===== src/rtl/fdc_pkg.sv =====
// Constants, command codes and states for the floppy command and head control block.
// Assumes a single 125 MHz clock; the host and drive sides are plain ports.
// Notes on behaviour
// - Engage head on read, write, verify, loaded step
// - Release head after third index pulse idle
// - Wait 10 ms, then sample head settled
// - Engage-delay flag clear skips settle wait on read or write if head already engaged
// - Verify without load flag engages after stepping
// - Positioning load flag sets or clears engage
// - Divide clock by four, resync on reads
// - Inject clock when no read transition
// - Halve data clock, phase set by mark
// - Sample read input to find toggles
// - External mode: falling read clock shifts data
// - Block flag set: 128 times power of two
// - Block flag clear: sixteen times indicator, zero=4096
// - Clock pulse interlaced between written data bits
// - No write gate before first byte loaded
// - Write protect low ends write, interrupts
// - Write fault ends write command, drops write gate
// - Not ready blocks read or write commands
// - Busy while executing; interrupt on completion
// - Decode eleven commands from upper bits
// - Write mark select chooses FB FA F9 F8
// - Interrupt holds until status read or command
// - Missing write byte writes zeroes, lost data
// - Byte request on read byte, cleared by read
package fdc_pkg;
   // ----------------------------------------
   // Timing
   // ----------------------------------------
   localparam int unsigned CLK_HZ = 125000000;
   localparam int unsigned SETTLE_MS = 10;
   localparam int unsigned SETTLE_CYC = CLK_HZ / 1000 * SETTLE_MS;
   localparam int unsigned DATA_CLK_DIV = 4;
   localparam int unsigned BIT_CELL_CYC = 2 * DATA_CLK_DIV;
   localparam int unsigned INDEX_RELEASE = 3;
   // ----------------------------------------
   // Command codes
   // ----------------------------------------
   localparam logic [3:0] OP_RESTORE = 4'h0;
   localparam logic [3:0] OP_SEEK = 4'h1;
   localparam logic [2:0] OP_STEP = 3'h1;
   localparam logic [2:0] OP_STEP_IN = 3'h2;
   localparam logic [2:0] OP_STEP_OUT = 3'h3;
   localparam logic [2:0] OP_READ = 3'h4;
   localparam logic [2:0] OP_WRITE = 3'h5;
   localparam logic [3:0] OP_READ_ADDR = 4'hc;
   localparam logic [3:0] OP_FORCE_INT = 4'hd;
   localparam logic [3:0] OP_READ_TRACK = 4'he;
   localparam logic [3:0] OP_WRITE_TRACK = 4'hf;
   // Field positions
   localparam int unsigned B_LOAD = 3;
   localparam int unsigned B_VERIFY = 2;
   localparam int unsigned B_ENGAGE = 2;
   localparam int unsigned B_BLOCK = 3;
   // Status bit positions
   localparam int unsigned ST_BUSY = 0;
   localparam int unsigned ST_REQ = 1;
   localparam int unsigned ST_LOST = 2;
   localparam int unsigned ST_FAULT = 5;
   localparam int unsigned ST_PROT = 6;
   localparam int unsigned ST_NRDY = 7;
   // Data address marks
   localparam logic [7:0] MARK_FB = 8'hfb;
   localparam logic [7:0] MARK_FA = 8'hfa;
   localparam logic [7:0] MARK_F9 = 8'hf9;
   localparam logic [7:0] MARK_F8 = 8'hf8;
   localparam logic [12:0] LEN_STD = 13'h0080;
   localparam logic [12:0] LEN_GROUP_MAX = 13'h1000;
   typedef enum logic [5:0] {
      S_IDLE = 6'h01,
      S_STEP = 6'h02,
      S_SETTLE = 6'h04,
      S_READ = 6'h08,
      S_WAIT_BYTE = 6'h10,
      S_WRITE = 6'h20
   } ctl_state_t;
endpackage


===== src/rtl/floppy_command_head_rw_control.sv =====
// Command decode, head engage, read clock recovery and write serialiser.
// Assumes synchronous host strobes; stepping, CRC and ID search lie outside.
`timescale 1ns/1ps
module floppy_command_head_rw_control
   import fdc_pkg::*;
(
   input wire logic clock,
   input wire logic resetn,
   input wire logic clk_en,
   input wire logic cmd_wr,
   input wire logic [7:0] cmd_word,
   input wire logic status_rd,
   input wire logic data_wr,
   input wire logic [7:0] data_in,
   input wire logic data_rd,
   input wire logic step_done,
   input wire logic op_done,
   input wire logic mark_found,
   input wire logic [7:0] length_indicator,
   input wire logic index_pulse,
   input wire logic ready_in,
   input wire logic write_protect_n,
   input wire logic write_fault,
   input wire logic head_settled_in,
   input wire logic disk_read_serial_in,
   input wire logic external_separator_select,
   input wire logic read_clock_in,
   output logic head_engage_out,
   output logic write_gate_out,
   output logic serial_write_out,
   output logic interrupt_request_out,
   output logic byte_request_out,
   output logic [7:0] status_out,
   output logic [7:0] data_out,
   output logic [7:0] data_mark_out,
   output logic [12:0] sector_len_out,
   output logic [1:0] step_rate_select,
   output logic data_clock_out
);
   // ----------------------------------------
   // Command decode
   // ----------------------------------------
   logic is_restore, is_seek, is_step, is_read, is_write, is_force, is_rw, is_pos, is_t3;
   always_comb begin
      is_restore = cmd_word[7:4] == OP_RESTORE;
      is_seek = cmd_word[7:4] == OP_SEEK;
      is_step = cmd_word[7:5] == OP_STEP || cmd_word[7:5] == OP_STEP_IN
         || cmd_word[7:5] == OP_STEP_OUT;
      is_read = cmd_word[7:5] == OP_READ;
      is_write = cmd_word[7:5] == OP_WRITE;
      is_force = cmd_word[7:4] == OP_FORCE_INT;
      is_t3 = cmd_word[7:4] == OP_READ_ADDR || cmd_word[7:4] == OP_READ_TRACK
         || cmd_word[7:4] == OP_WRITE_TRACK;
      is_rw = is_read || is_write;
      is_pos = is_restore || is_seek || is_step;
   end

   // ----------------------------------------
   // Control state
   // ----------------------------------------
   ctl_state_t state_ff, nxt_state;
   logic [7:0] cmd_ff, nxt_cmd, status_ff, nxt_status, dreg_ff, nxt_dreg, mark_ff, nxt_mark;
   logic [7:0] shift_ff, nxt_shift;
   logic [23:0] settle_ff, nxt_settle;
   logic [12:0] len_ff, nxt_len;
   logic [1:0] idx_ff, nxt_idx;
   logic head_ff, nxt_head, gate_ff, nxt_gate, irq_ff, nxt_irq, req_ff, nxt_req;
   logic loaded_ff, nxt_loaded, writing, byte_done, byte_need;

   // Head, busy, interrupt, request and data register
   always_comb begin
      nxt_state = state_ff;
      nxt_cmd = cmd_ff;
      nxt_status = status_ff;
      nxt_settle = settle_ff;
      nxt_idx = idx_ff;
      nxt_head = head_ff;
      nxt_gate = gate_ff;
      nxt_irq = irq_ff;
      nxt_req = req_ff;
      nxt_loaded = loaded_ff;
      nxt_dreg = dreg_ff;
      nxt_mark = mark_ff;
      nxt_len = len_ff;
      writing = cmd_ff[7:5] == OP_WRITE;
      if (status_rd)
         nxt_irq = 1'b0;
      if (data_rd && !writing)
         nxt_req = 1'b0;
      if (data_wr) begin
         nxt_dreg = data_in;
         nxt_loaded = 1'b1;
         if (writing)
            nxt_req = 1'b0;
      end
      // Head release after third idle index pulse
      if (state_ff == S_IDLE && head_ff && index_pulse) begin
         nxt_idx = idx_ff + 2'h1;
         if (idx_ff == 2'(INDEX_RELEASE - 1))
            nxt_head = 1'b0;
      end
      case (state_ff)
         S_IDLE: begin
            if (cmd_wr && !is_force) begin
               nxt_cmd = cmd_word;
               nxt_irq = 1'b0;
               nxt_idx = 2'h0;
               nxt_loaded = 1'b0;
               nxt_req = 1'b0;
               nxt_status = 8'h00;
               nxt_mark = cmd_word[1:0] == 2'h0 ? MARK_FB :
                  cmd_word[1:0] == 2'h1 ? MARK_FA :
                  cmd_word[1:0] == 2'h2 ? MARK_F9 : MARK_F8;
               if (is_rw && !ready_in) begin
                  nxt_irq = 1'b1;
                  nxt_status[ST_NRDY] = 1'b1;
               end else if (is_write && !write_protect_n) begin
                  nxt_irq = 1'b1;
                  nxt_status[ST_PROT] = 1'b1;
               end else if (is_pos) begin
                  nxt_status[ST_BUSY] = 1'b1;
                  nxt_head = cmd_word[B_LOAD];
                  nxt_state = S_STEP;
               end else if (is_rw || is_t3) begin
                  nxt_status[ST_BUSY] = 1'b1;
                  if (is_rw && !cmd_word[B_ENGAGE] && head_ff)
                     nxt_state = is_write ? S_WAIT_BYTE : S_READ;
                  else begin
                     nxt_head = 1'b1;
                     nxt_settle = 24'(SETTLE_CYC);
                     nxt_state = S_SETTLE;
                  end
               end
            end else if (cmd_wr)
               nxt_irq = 1'b1;
         end
         S_STEP: if (step_done) begin
            if (cmd_ff[B_VERIFY]) begin
               nxt_head = 1'b1;
               nxt_settle = 24'(SETTLE_CYC);
               nxt_state = S_SETTLE;
            end else begin
               nxt_status[ST_BUSY] = 1'b0;
               nxt_irq = 1'b1;
               nxt_state = S_IDLE;
            end
         end
         S_SETTLE: if (settle_ff != 24'h0)
            nxt_settle = settle_ff - 24'h1;
         else if (head_settled_in)
            nxt_state = writing ? S_WAIT_BYTE : S_READ;
         S_WAIT_BYTE: begin
            nxt_req = !data_wr;
            if (loaded_ff) begin
               nxt_gate = 1'b1;
               nxt_loaded = data_wr; // First byte moves to the shifter
               nxt_state = S_WRITE;
            end
         end
         S_READ, S_WRITE: begin
            if (op_done) begin
               nxt_status[ST_BUSY] = 1'b0;
               nxt_irq = 1'b1;
               nxt_gate = 1'b0;
               nxt_state = S_IDLE;
            end
         end
         default: nxt_state = S_IDLE;
      endcase
      // Sector length from block flag
      if (cmd_ff[B_BLOCK])
         nxt_len = LEN_STD << length_indicator[1:0];
      else
         nxt_len = length_indicator == 8'h00 ? LEN_GROUP_MAX :
            {1'b0, length_indicator, 4'h0};
      // Read byte lands in data register
      if (state_ff == S_READ && byte_done) begin
         nxt_dreg = nxt_shift; // Byte including its last bit
         if (req_ff)
            nxt_status[ST_LOST] = 1'b1;
         nxt_req = 1'b1;
      end
      // Write byte taken by serialiser
      if (state_ff == S_WRITE && byte_need) begin
         if (!loaded_ff)
            nxt_status[ST_LOST] = 1'b1;
         nxt_loaded = 1'b0;
         nxt_req = 1'b1;
      end
      // Write fault or write protect ends a write command
      if (state_ff != S_IDLE && writing && (write_fault || !write_protect_n)) begin
         nxt_gate = 1'b0;
         nxt_status[ST_BUSY] = 1'b0;
         nxt_status[write_fault ? ST_FAULT : ST_PROT] = 1'b1;
         nxt_irq = 1'b1;
         nxt_state = S_IDLE;
      end
      if (cmd_wr && is_force) begin
         nxt_gate = 1'b0;
         nxt_status[ST_BUSY] = 1'b0;
         nxt_irq = 1'b1;
         nxt_state = S_IDLE;
      end
      nxt_status[ST_REQ] = nxt_req;
   end

   // ----------------------------------------
   // Data clock and bit path
   // ----------------------------------------
   logic [1:0] div_ff, nxt_div;
   logic [2:0] bit_ff, nxt_bit;
   logic [7:0] wsh_ff, nxt_wsh;
   logic rd_s_ff, rd_p_ff, rclk_p_ff, phase_ff, nxt_phase, wout_ff, nxt_wout, dclk_ff;
   logic toggle, rclk_fall, tick;

   always_comb begin
      toggle = rd_s_ff != rd_p_ff;
      rclk_fall = rclk_p_ff && !read_clock_in;
      nxt_div = div_ff + 2'h1;
      if (state_ff == S_READ && toggle)
         nxt_div = 2'h0;
      else if (state_ff == S_WAIT_BYTE)
         nxt_div = 2'h0; // Write cells open on a clock pulse
      tick = div_ff == 2'(DATA_CLK_DIV - 1);
      nxt_phase = phase_ff;
      nxt_shift = shift_ff;
      nxt_bit = bit_ff;
      nxt_wsh = wsh_ff;
      nxt_wout = 1'b0;
      byte_done = 1'b0;
      byte_need = 1'b0;
      if (mark_found)
         nxt_phase = 1'b1;
      else if (state_ff == S_WAIT_BYTE)
         nxt_phase = 1'b0;
      else if (tick)
         nxt_phase = !phase_ff;
      if (state_ff == S_READ) begin
         if (!external_separator_select) begin
            if (rclk_fall) begin
               nxt_shift = {shift_ff[6:0], disk_read_serial_in};
               nxt_bit = bit_ff + 3'h1;
               byte_done = bit_ff == 3'h7;
            end
         end else if (tick && phase_ff) begin
            nxt_shift = {shift_ff[6:0], toggle};
            nxt_bit = bit_ff + 3'h1;
            byte_done = bit_ff == 3'h7;
         end
      end else if (state_ff == S_WRITE) begin
         if (div_ff == 2'h0)
            nxt_wout = phase_ff ? wsh_ff[7] : 1'b1;
         if (tick && phase_ff) begin
            nxt_wsh = {wsh_ff[6:0], 1'b0};
            nxt_bit = bit_ff + 3'h1;
            if (bit_ff == 3'h7) begin
               byte_need = 1'b1;
               nxt_wsh = loaded_ff ? dreg_ff : 8'h00;
            end
         end
      end else begin
         nxt_bit = 3'h0;
         nxt_wsh = dreg_ff;
      end
   end

   // Register everything under the clock enable
   always_ff @(posedge clock or negedge resetn) begin
      if (!resetn) begin
         state_ff <= S_IDLE;
         cmd_ff <= 8'h00;
         status_ff <= 8'h00;
         settle_ff <= 24'h0;
         idx_ff <= 2'h0;
         head_ff <= 1'b0;
         gate_ff <= 1'b0;
         irq_ff <= 1'b0;
         req_ff <= 1'b0;
         loaded_ff <= 1'b0;
         dreg_ff <= 8'h00;
         mark_ff <= 8'h00;
         len_ff <= 13'h0;
         shift_ff <= 8'h00;
         div_ff <= 2'h0;
         bit_ff <= 3'h0;
         wsh_ff <= 8'h00;
         rd_s_ff <= 1'b0;
         rd_p_ff <= 1'b0;
         rclk_p_ff <= 1'b0;
         phase_ff <= 1'b0;
         wout_ff <= 1'b0;
         dclk_ff <= 1'b0;
      end else if (clk_en) begin
         state_ff <= nxt_state;
         cmd_ff <= nxt_cmd;
         status_ff <= nxt_status;
         settle_ff <= nxt_settle;
         idx_ff <= nxt_idx;
         head_ff <= nxt_head;
         gate_ff <= nxt_gate;
         irq_ff <= nxt_irq;
         req_ff <= nxt_req;
         loaded_ff <= nxt_loaded;
         dreg_ff <= nxt_dreg;
         mark_ff <= nxt_mark;
         len_ff <= nxt_len;
         shift_ff <= nxt_shift;
         div_ff <= nxt_div;
         bit_ff <= nxt_bit;
         wsh_ff <= nxt_wsh;
         rd_s_ff <= disk_read_serial_in;
         rd_p_ff <= rd_s_ff;
         rclk_p_ff <= read_clock_in;
         phase_ff <= nxt_phase;
         wout_ff <= nxt_wout;
         dclk_ff <= nxt_div[1];
      end
   end

   always_comb begin
      head_engage_out = head_ff;
      write_gate_out = gate_ff;
      serial_write_out = wout_ff;
      interrupt_request_out = irq_ff;
      byte_request_out = req_ff;
      status_out = status_ff;
      data_out = dreg_ff;
      data_mark_out = mark_ff;
      sector_len_out = len_ff;
      step_rate_select = cmd_ff[1:0];
      data_clock_out = dclk_ff;
   end

   // ----------------------------------------
   // Checks
   // ----------------------------------------
   gate_needs_byte_a: assert property (@(posedge clock) disable iff (!resetn)
      $rose(gate_ff) |-> $past(loaded_ff)) else $error("write gate before byte");
   fault_drops_gate_a: assert property (@(posedge clock) disable iff (!resetn)
      clk_en && write_fault && writing && state_ff != S_IDLE |=> !gate_ff && status_ff[ST_FAULT])
      else $error("fault did not end write");
   not_ready_a: assert property (@(posedge clock) disable iff (!resetn)
      clk_en && state_ff == S_IDLE && cmd_wr && is_rw && !ready_in |=> state_ff == S_IDLE && irq_ff)
      else $error("not ready command ran");
   head_start_a: assert property (@(posedge clock) disable iff (!resetn)
      clk_en && state_ff == S_IDLE && cmd_wr && is_pos |=> head_ff == $past(cmd_word[B_LOAD]))
      else $error("load flag not applied");
   settle_wait_a: assert property (@(posedge clock) disable iff (!resetn)
      clk_en && state_ff == S_SETTLE && settle_ff != 24'h0 && !(cmd_wr && is_force)
      && !(writing && (write_fault || !write_protect_n)) |=> state_ff == S_SETTLE)
      else $error("settle cut short");
   irq_hold_a: assert property (@(posedge clock) disable iff (!resetn)
      irq_ff && !status_rd && !cmd_wr |=> irq_ff) else $error("irq dropped");
   busy_flag_a: assert property (@(posedge clock) disable iff (!resetn)
      state_ff != S_IDLE |-> status_ff[ST_BUSY]) else $error("busy clear while active");
   req_on_byte_a: assert property (@(posedge clock) disable iff (!resetn)
      clk_en && state_ff == S_READ && byte_done |=> req_ff) else $error("no request");
   cover_write_c: cover property (@(posedge clock) $rose(gate_ff));
   cover_read_c: cover property (@(posedge clock) state_ff == S_READ && byte_done);
   cover_release_c: cover property (@(posedge clock) $fell(head_ff));
endmodule


===== config.mk =====
export PLATFORM = sky130hd
export DESIGN_NAME = floppy_command_head_rw_control
export DESIGN_NICKNAME = d
export VERILOG_FILES = /design/src/rtl/fdc_pkg.sv /design/src/rtl/floppy_command_head_rw_control.sv
export SDC_FILE = /design/constraint.sdc
export NUM_CORES = 1
export LEC_CHECK = 0
export ABC_AREA = 1
export BUFFER_PORTS_ARGS = -buffer_cell sky130_fd_sc_hd__buf_2
export CORE_AREA = 4 4 85 119
export DETAILED_ROUTE_END_ITERATION = 6
export DIE_AREA = 0 0 89 123
export PLACE_DENSITY = 0.85
export SETUP_SLACK_MARGIN = 0.4
export SYNTH_ARGS = -nofsm -noshare
export SYNTH_HDL_FRONTEND = slang
export SYNTH_SLANG_ARGS = --single-unit

===== constraint.sdc =====
create_clock -name clock -period 2.88 [get_ports clock]
set_clock_uncertainty 0.05 [all_clocks]
set_input_delay 0.144 -clock clock [delete_from_list [all_inputs] [get_ports clock]]
set_output_delay 0.144 -clock clock [all_outputs]
set_load 0.05 [all_outputs]

== Word level (Yosys, flattened, before mapping) ==
Index checks and enable logic that the tools add are counted.

* Add/subtract/negate cells: 4
* $lt $le $gt $ge: 2
* Equality and inequality tests: 45
* Shifts and indexed selects: 1
* Mux-type cells: 126
* Bitwise gates (word level): 2
* Reductions and logical operators: 54

{| class="wikitable"
|+ Operator list
! cell !! count
|-
| $mux W24 || 9
|-
| $mux W8 || 12
|-
| $mux W6 || 12
|-
| $pmux W24 S3 || 1
|-
| $mux W1 || 64
|-
| $pmux W6 S5 || 1
|-
| $mux W13 || 2
|-
| $ne A4 B4 Y1 const B || 6
|-
| $reduce_bool A24 Y1 || 1
|-
| $sub A24 B1 Y24 const B || 1
|-
| $mux W3 || 6
|-
| $logic_and A1 B1 Y1 || 17
|-
| $eq A4 B4 Y1 const B || 4
|-
| $mux W2 || 8
|-
| $mux W5 || 3
|-
| $ne A2 B2 Y1 const B || 7
|-
| $shl A8 B2 Y13 const A || 1
|-
| $eq A3 B3 Y1 const B || 4
|-
| $reduce_and A11 Y1 || 1
|-
| $reduce_and A10 Y1 || 1
|-
| $logic_or A1 B1 Y1 || 9
|-
| $logic_not A1 Y1 || 8
|-
| $logic_not A8 Y1 || 1
|-
| $ne A4 B2 Y1 const B || 2
|-
| 38 further kinds || 53
|}

* Register bits after elaboration: 109
* Input bits: 42
* Output and inout port bits: 45
* Word-level logic and storage cells: 258

== Longest topological paths before layout ==
* Depth after elaboration: 17
* Depth in mapped cells: 13
* Depth with buffers taken out: 12

== Worst setup path after synthesis ==
Ideal clock, no wire load.

* Path kind: reg2reg
* Start: reg div_ff[1]
* End: reg dreg_ff[2], in the netlist data_out[2]
* Setup time: 0.130 ns
* Data arrival time: 1.843 ns
* Data required time: 2.700 ns
* Slack: 0.856 ns
* Stages on the path, launching flop included: 12
* Path buffers: 1
* Clock period less this slack: 2.024 ns
* Cells stage by stage: dfrtp_1 -> ha_1 -> nand2_1 -> inv_1 -> nand2_1 -> nand2_1 -> nand3_2 -> inv_1 -> buf_2 -> nand2_1 -> o211ai_1 -> o21ai_0

* Cells in the longest elaborated chain, start to end: 8

{| class="wikitable"
|+ Ends and longest elaborated chain
! item !! RTL line !! source
|-
| start: declaration || floppy_command_head_rw_control.sv:210 || <nowiki>logic [1:0] div_ff, nxt_div;</nowiki>
|-
| start signal: assignment || floppy_command_head_rw_control.sv:308 || <nowiki>div_ff <= nxt_div;</nowiki>
|-
| $eq A2 B2 Y1 * || floppy_command_head_rw_control.sv:224 || <nowiki>tick = div_ff == 2'(DATA_CLK_DIV - 1);</nowiki>
|-
| $logic_and A1 B1 Y1 * || floppy_command_head_rw_control.sv:245 || <nowiki>end else if (tick && phase_ff) begin</nowiki>
|-
| $mux W1 || floppy_command_head_rw_control.sv:245 ||
|-
| $mux W1 || floppy_command_head_rw_control.sv:239 || <nowiki>if (!external_separator_select) begin</nowiki>
|-
| $mux W1 || floppy_command_head_rw_control.sv:238 || <nowiki>if (state_ff == S_READ) begin</nowiki>
|-
| $logic_and A1 B1 Y1 || floppy_command_head_rw_control.sv:177 || <nowiki>if (state_ff == S_READ && byte_done) begin</nowiki>
|-
| $reduce_bool A2 Y1 (no source line) || - ||
|-
| $reduce_and A2 Y1 (no source line) || - ||
|-
| end signal: assignment || floppy_command_head_rw_control.sv:304 || <nowiki>dreg_ff <= nxt_dreg;</nowiki>
|-
| end: declaration || floppy_command_head_rw_control.sv:62 || <nowiki>logic [7:0] cmd_ff, nxt_cmd, status_ff, nxt_status, dreg_ff, nxt_dreg, mark_ff, nxt_mark;</nowiki>
|}

Every way passes the cells marked *; elsewhere a longest branch is shown, timed or not.
A chain may end at the register's enable or synchronous reset.

== Final worst setup path ==
* Start: reg state_ff[0]
* End: reg mark_ff[1], in the netlist data_mark_out[1]

* Cells in the longest elaborated chain, start to end: 2

{| class="wikitable"
|+ Ends and longest elaborated chain
! item !! RTL line !! source
|-
| start: declaration || floppy_command_head_rw_control.sv:61 || <nowiki>ctl_state_t state_ff, nxt_state;</nowiki>
|-
| start signal: assignment || floppy_command_head_rw_control.sv:294 || <nowiki>state_ff <= nxt_state;</nowiki>
|-
| $eq A6 B1 Y1 || floppy_command_head_rw_control.sv:102 || <nowiki>case (state_ff)</nowiki>
|-
| $reduce_and A3 Y1 (no source line) || - ||
|-
| end signal: assignment || floppy_command_head_rw_control.sv:305 || <nowiki>mark_ff <= nxt_mark;</nowiki>
|-
| end: declaration || floppy_command_head_rw_control.sv:62 ||
|}

No other way between the ends.

==> reports/summary.txt <==
Async S/R FF share, synth: 100%
HP Class: input port to register
Final Hold Fails: 0
Total Routing Usage GR: 26.2%
DRC: 0
Worst-skew pair later-pin latency: 0.34 ns
PwrDens: 931 nW/µm²
Crit path time final: 2.22 ns
Syn avg cell area: 7.45 µm²
Peak supply drop: 0.755 mV
DR vias/cell: 5.54
Final GP Congestion: 0.930
Num rows: 41
Final Setup Violations: 0
Crit path DAT: 2.40 ns
Total number of vias: 5,117
H-tree Lvls: 3
TritonCTS Sinks: 94
Initial antenna violation count: 0
Clock Pin Slew Worst Setup and Hold Paths: 0.07 ns
Slew Viols, Final: 0
Maximum fanout along the worst path: 20
Synthesized flop and latch total: 94
Unrepaired setup endpoints after global routing: false
Post-synth EDFFs: 0
Yosys top cell by area: dfrtp_1
Period Utilization, post-route: 77.2%
Detail Route Antenna Nets: 0
Ys flop type: dfrtp_1
Synth Instances: 735
Final core occ: 69.4%
CTS max path bufs: 2
Synth cell types: 47
Slew headroom: 47.7%
Commonest non-fill, non-tap cells in the layout: nand2_1 (199), dfrtp_1 (93), inv_1 (80)
Fraction of post-synthesis cell area in the top cell type by area: 42.5%
TritonCTS Buffers: 9
Global-route wire length before repair: 22,800 µm
CTS tree: built
Vias in the first global route: 5,186
Maxcap violations: 0
Post-CTS setup buffers: 0
WL per Instance: 14.4 µm
Nets: 861
Root buffer cell: clkbuf_16
Fraction of layout cells with a size suffix above 1: 16.8%
Area of the multi-input gates: 2610 µm²
Grt ovf: 0
YS warnings: 0
Fill cells: 718
Worst path slowest cell: dfstp_2
Core Box Area: 8980 µm²
Sequential cell area: 2350 µm²
Mapped Area: 5480 µm²
N_diodes: 0
Setup_tns: 0 ns
Commonest non-fill, non-tap cell in the layout: nand2_1
Port Buffers: 79
Starting density of the core: 61.0%
Largest net degree at the start of global routing: 53
Crit end category: register
Worst-path cell chain: inv_2, nor2_2, nand3_4, inv_2, nand3_2, inv_2, nand2_1, inv_2, nand2_1, o21a_1
Die height: 123 µm
Hpwl dp: 9730 µm
Crit path largest cell delay: 0.58 ns
IO Count: 87
Pre-Repair DR Iteration Count: 5
Worst-margin pin slew: 0.784 ns
Fmax achieved: 450 MHz
Startpoint types: register
Largest cells by area after synthesis: dfrtp_1 (42%), nand2_1 (14%), o21ai_0 (5.9%)
Most frequent CP cell: inv_2
Initial DRC count: 257
Area delta synth->final: 13.8%
Die ar.: 10,900 µm²
WS Path Type: register to register
Leakage: 3.19 nW
CP Data Required Time: 3.06 ns
Seq/Total Area, Yosys: 43.0%
Die X: 89 µm
Total wire length: 13,300 µm
Status: finished clean
## synth_stat cells, types with 2 or more instances
master,instances
xor2_1,9
o21ai_2,2
a22o_1,3
xnor2_1,4
inv_1,80
inv_2,6
o211ai_1,6
nand2_1,199
clkbuf_1,11
nor2_4,3
o21a_1,2
buf_2,5
a21oi_1,16
nor4_1,3
nor2_1,79
o21ai_0,65
a22oi_1,2
nand3_1,44
o311ai_0,2
o22ai_1,7
nand3_2,6
nand3_4,2
nand4_1,14
or2_2,7
dfrtp_1,93
o21ai_1,15
ha_1,7
nor2_2,4
buf_4,18
nor3_1,4
## per-stage QoR
step	hold WS, ns	cells	worst slack [ns]	area [µm²]	power [mW]
6_report	0.0176	923	0.655	6230	5.80
5_1_grt	0.0128	923	0.421	6230	6.25
4_1_cts	0.00754	923	0.611	6230	5.81
3_5_place_dp	0.161	899	0.633	5870	4.69
3_3_place_gp	0.151	899	0.788	5870	4.59
2_1_floorplan	-0.202	741	0.856	5500	4.11
## layer usage
layer	wire [µm]	vias to the layer above	GRT usage, %
li1	-	2521	-
met1	5160	2399	29.7
met2	7080	162	47.6
met3	682	35	5.00
met4	342	0	9.96
met5	0	-	0
## layout make-up
class                   count  share of cell area [%]
well taps                 107                    2.15
inverters                  86                    5.18
multi-input cells         526                    41.9
clock buffers              12                    3.96
flip-flops and latches     94                    37.8
repair buffers             95                    8.67
clock inverters             3                   0.341
## worst max-delay path, delay by kind of cell (launching register included)
family          cells  cell delay (ns)
compound gates      1             0.11
buf+inv             4             0.53
flops               1             0.58
simple gates        5             0.82
## path summary, 6_finish.rpt
check	slack, ns	depth (start not counted)	from	endpoint
max	0.66	10	state_ff[0]$_DFFE_PN1P_	data_mark_out[1]$_DFFE_PN0P_
min	0.02	3	data_in[1]	data_out[1]$_DFFE_PN0P_
max reg2reg	0.66	10	state_ff[0]$_DFFE_PN1P_	data_mark_out[1]$_DFFE_PN0P_
min reg2reg	0.43	2	sector_len_out[10]$_DFFE_PN0P_	sector_len_out[10]$_DFFE_PN0P_
max in group asynchronous	1.66	3	resetn	state_ff[0]$_DFFE_PN1P_
min in group asynchronous	0.31	2	resetn	sector_len_out[8]$_DFFE_PN0P_
## flip-flops by register name, summed over array words and instances (netlist names), 2 cells and up
| register | cells |
|---|---|
| wsh_ff | 8 |
| div_ff | 2 |
| data_out | 8 |
| data_mark_out | 3 |
| bit_ff | 3 |
| state_ff | 6 |
| shift_ff | 7 |
| status_out | 6 |
| sector_len_out | 9 |
| cmd_ff | 7 |
| idx_ff | 2 |
| settle_ff | 24 |
## kinds of logic after synthesis
kind of cell | synth area share (%)
xor+xnor | 2.08
fa+ha+maj | 1.60
flops | 43.0
buf+inv | 9.78
other cells | 0.0685
compound gates | 13.9
simple gates | 29.6
## what timing repair did
action	CTS	global route
resized for setup	0	1
setup endpoints to repair	0	2
hold buffers	9	0
endpoints found under the hold margin	58	0
## power by group
part / internal, mW / leakage, nW / total (mW) / switching (mW)
sequential: 1.66 / 1.20 / 1.95 / 0.282
combinational: 0.792 / 1.86 / 2.76 / 1.97
clock: 0.605 / 0.129 / 1.09 / 0.490
total: 3.06 / 3.19 / 5.80 / 2.74
Note: power is estimated with default switching activity, not from simulation.
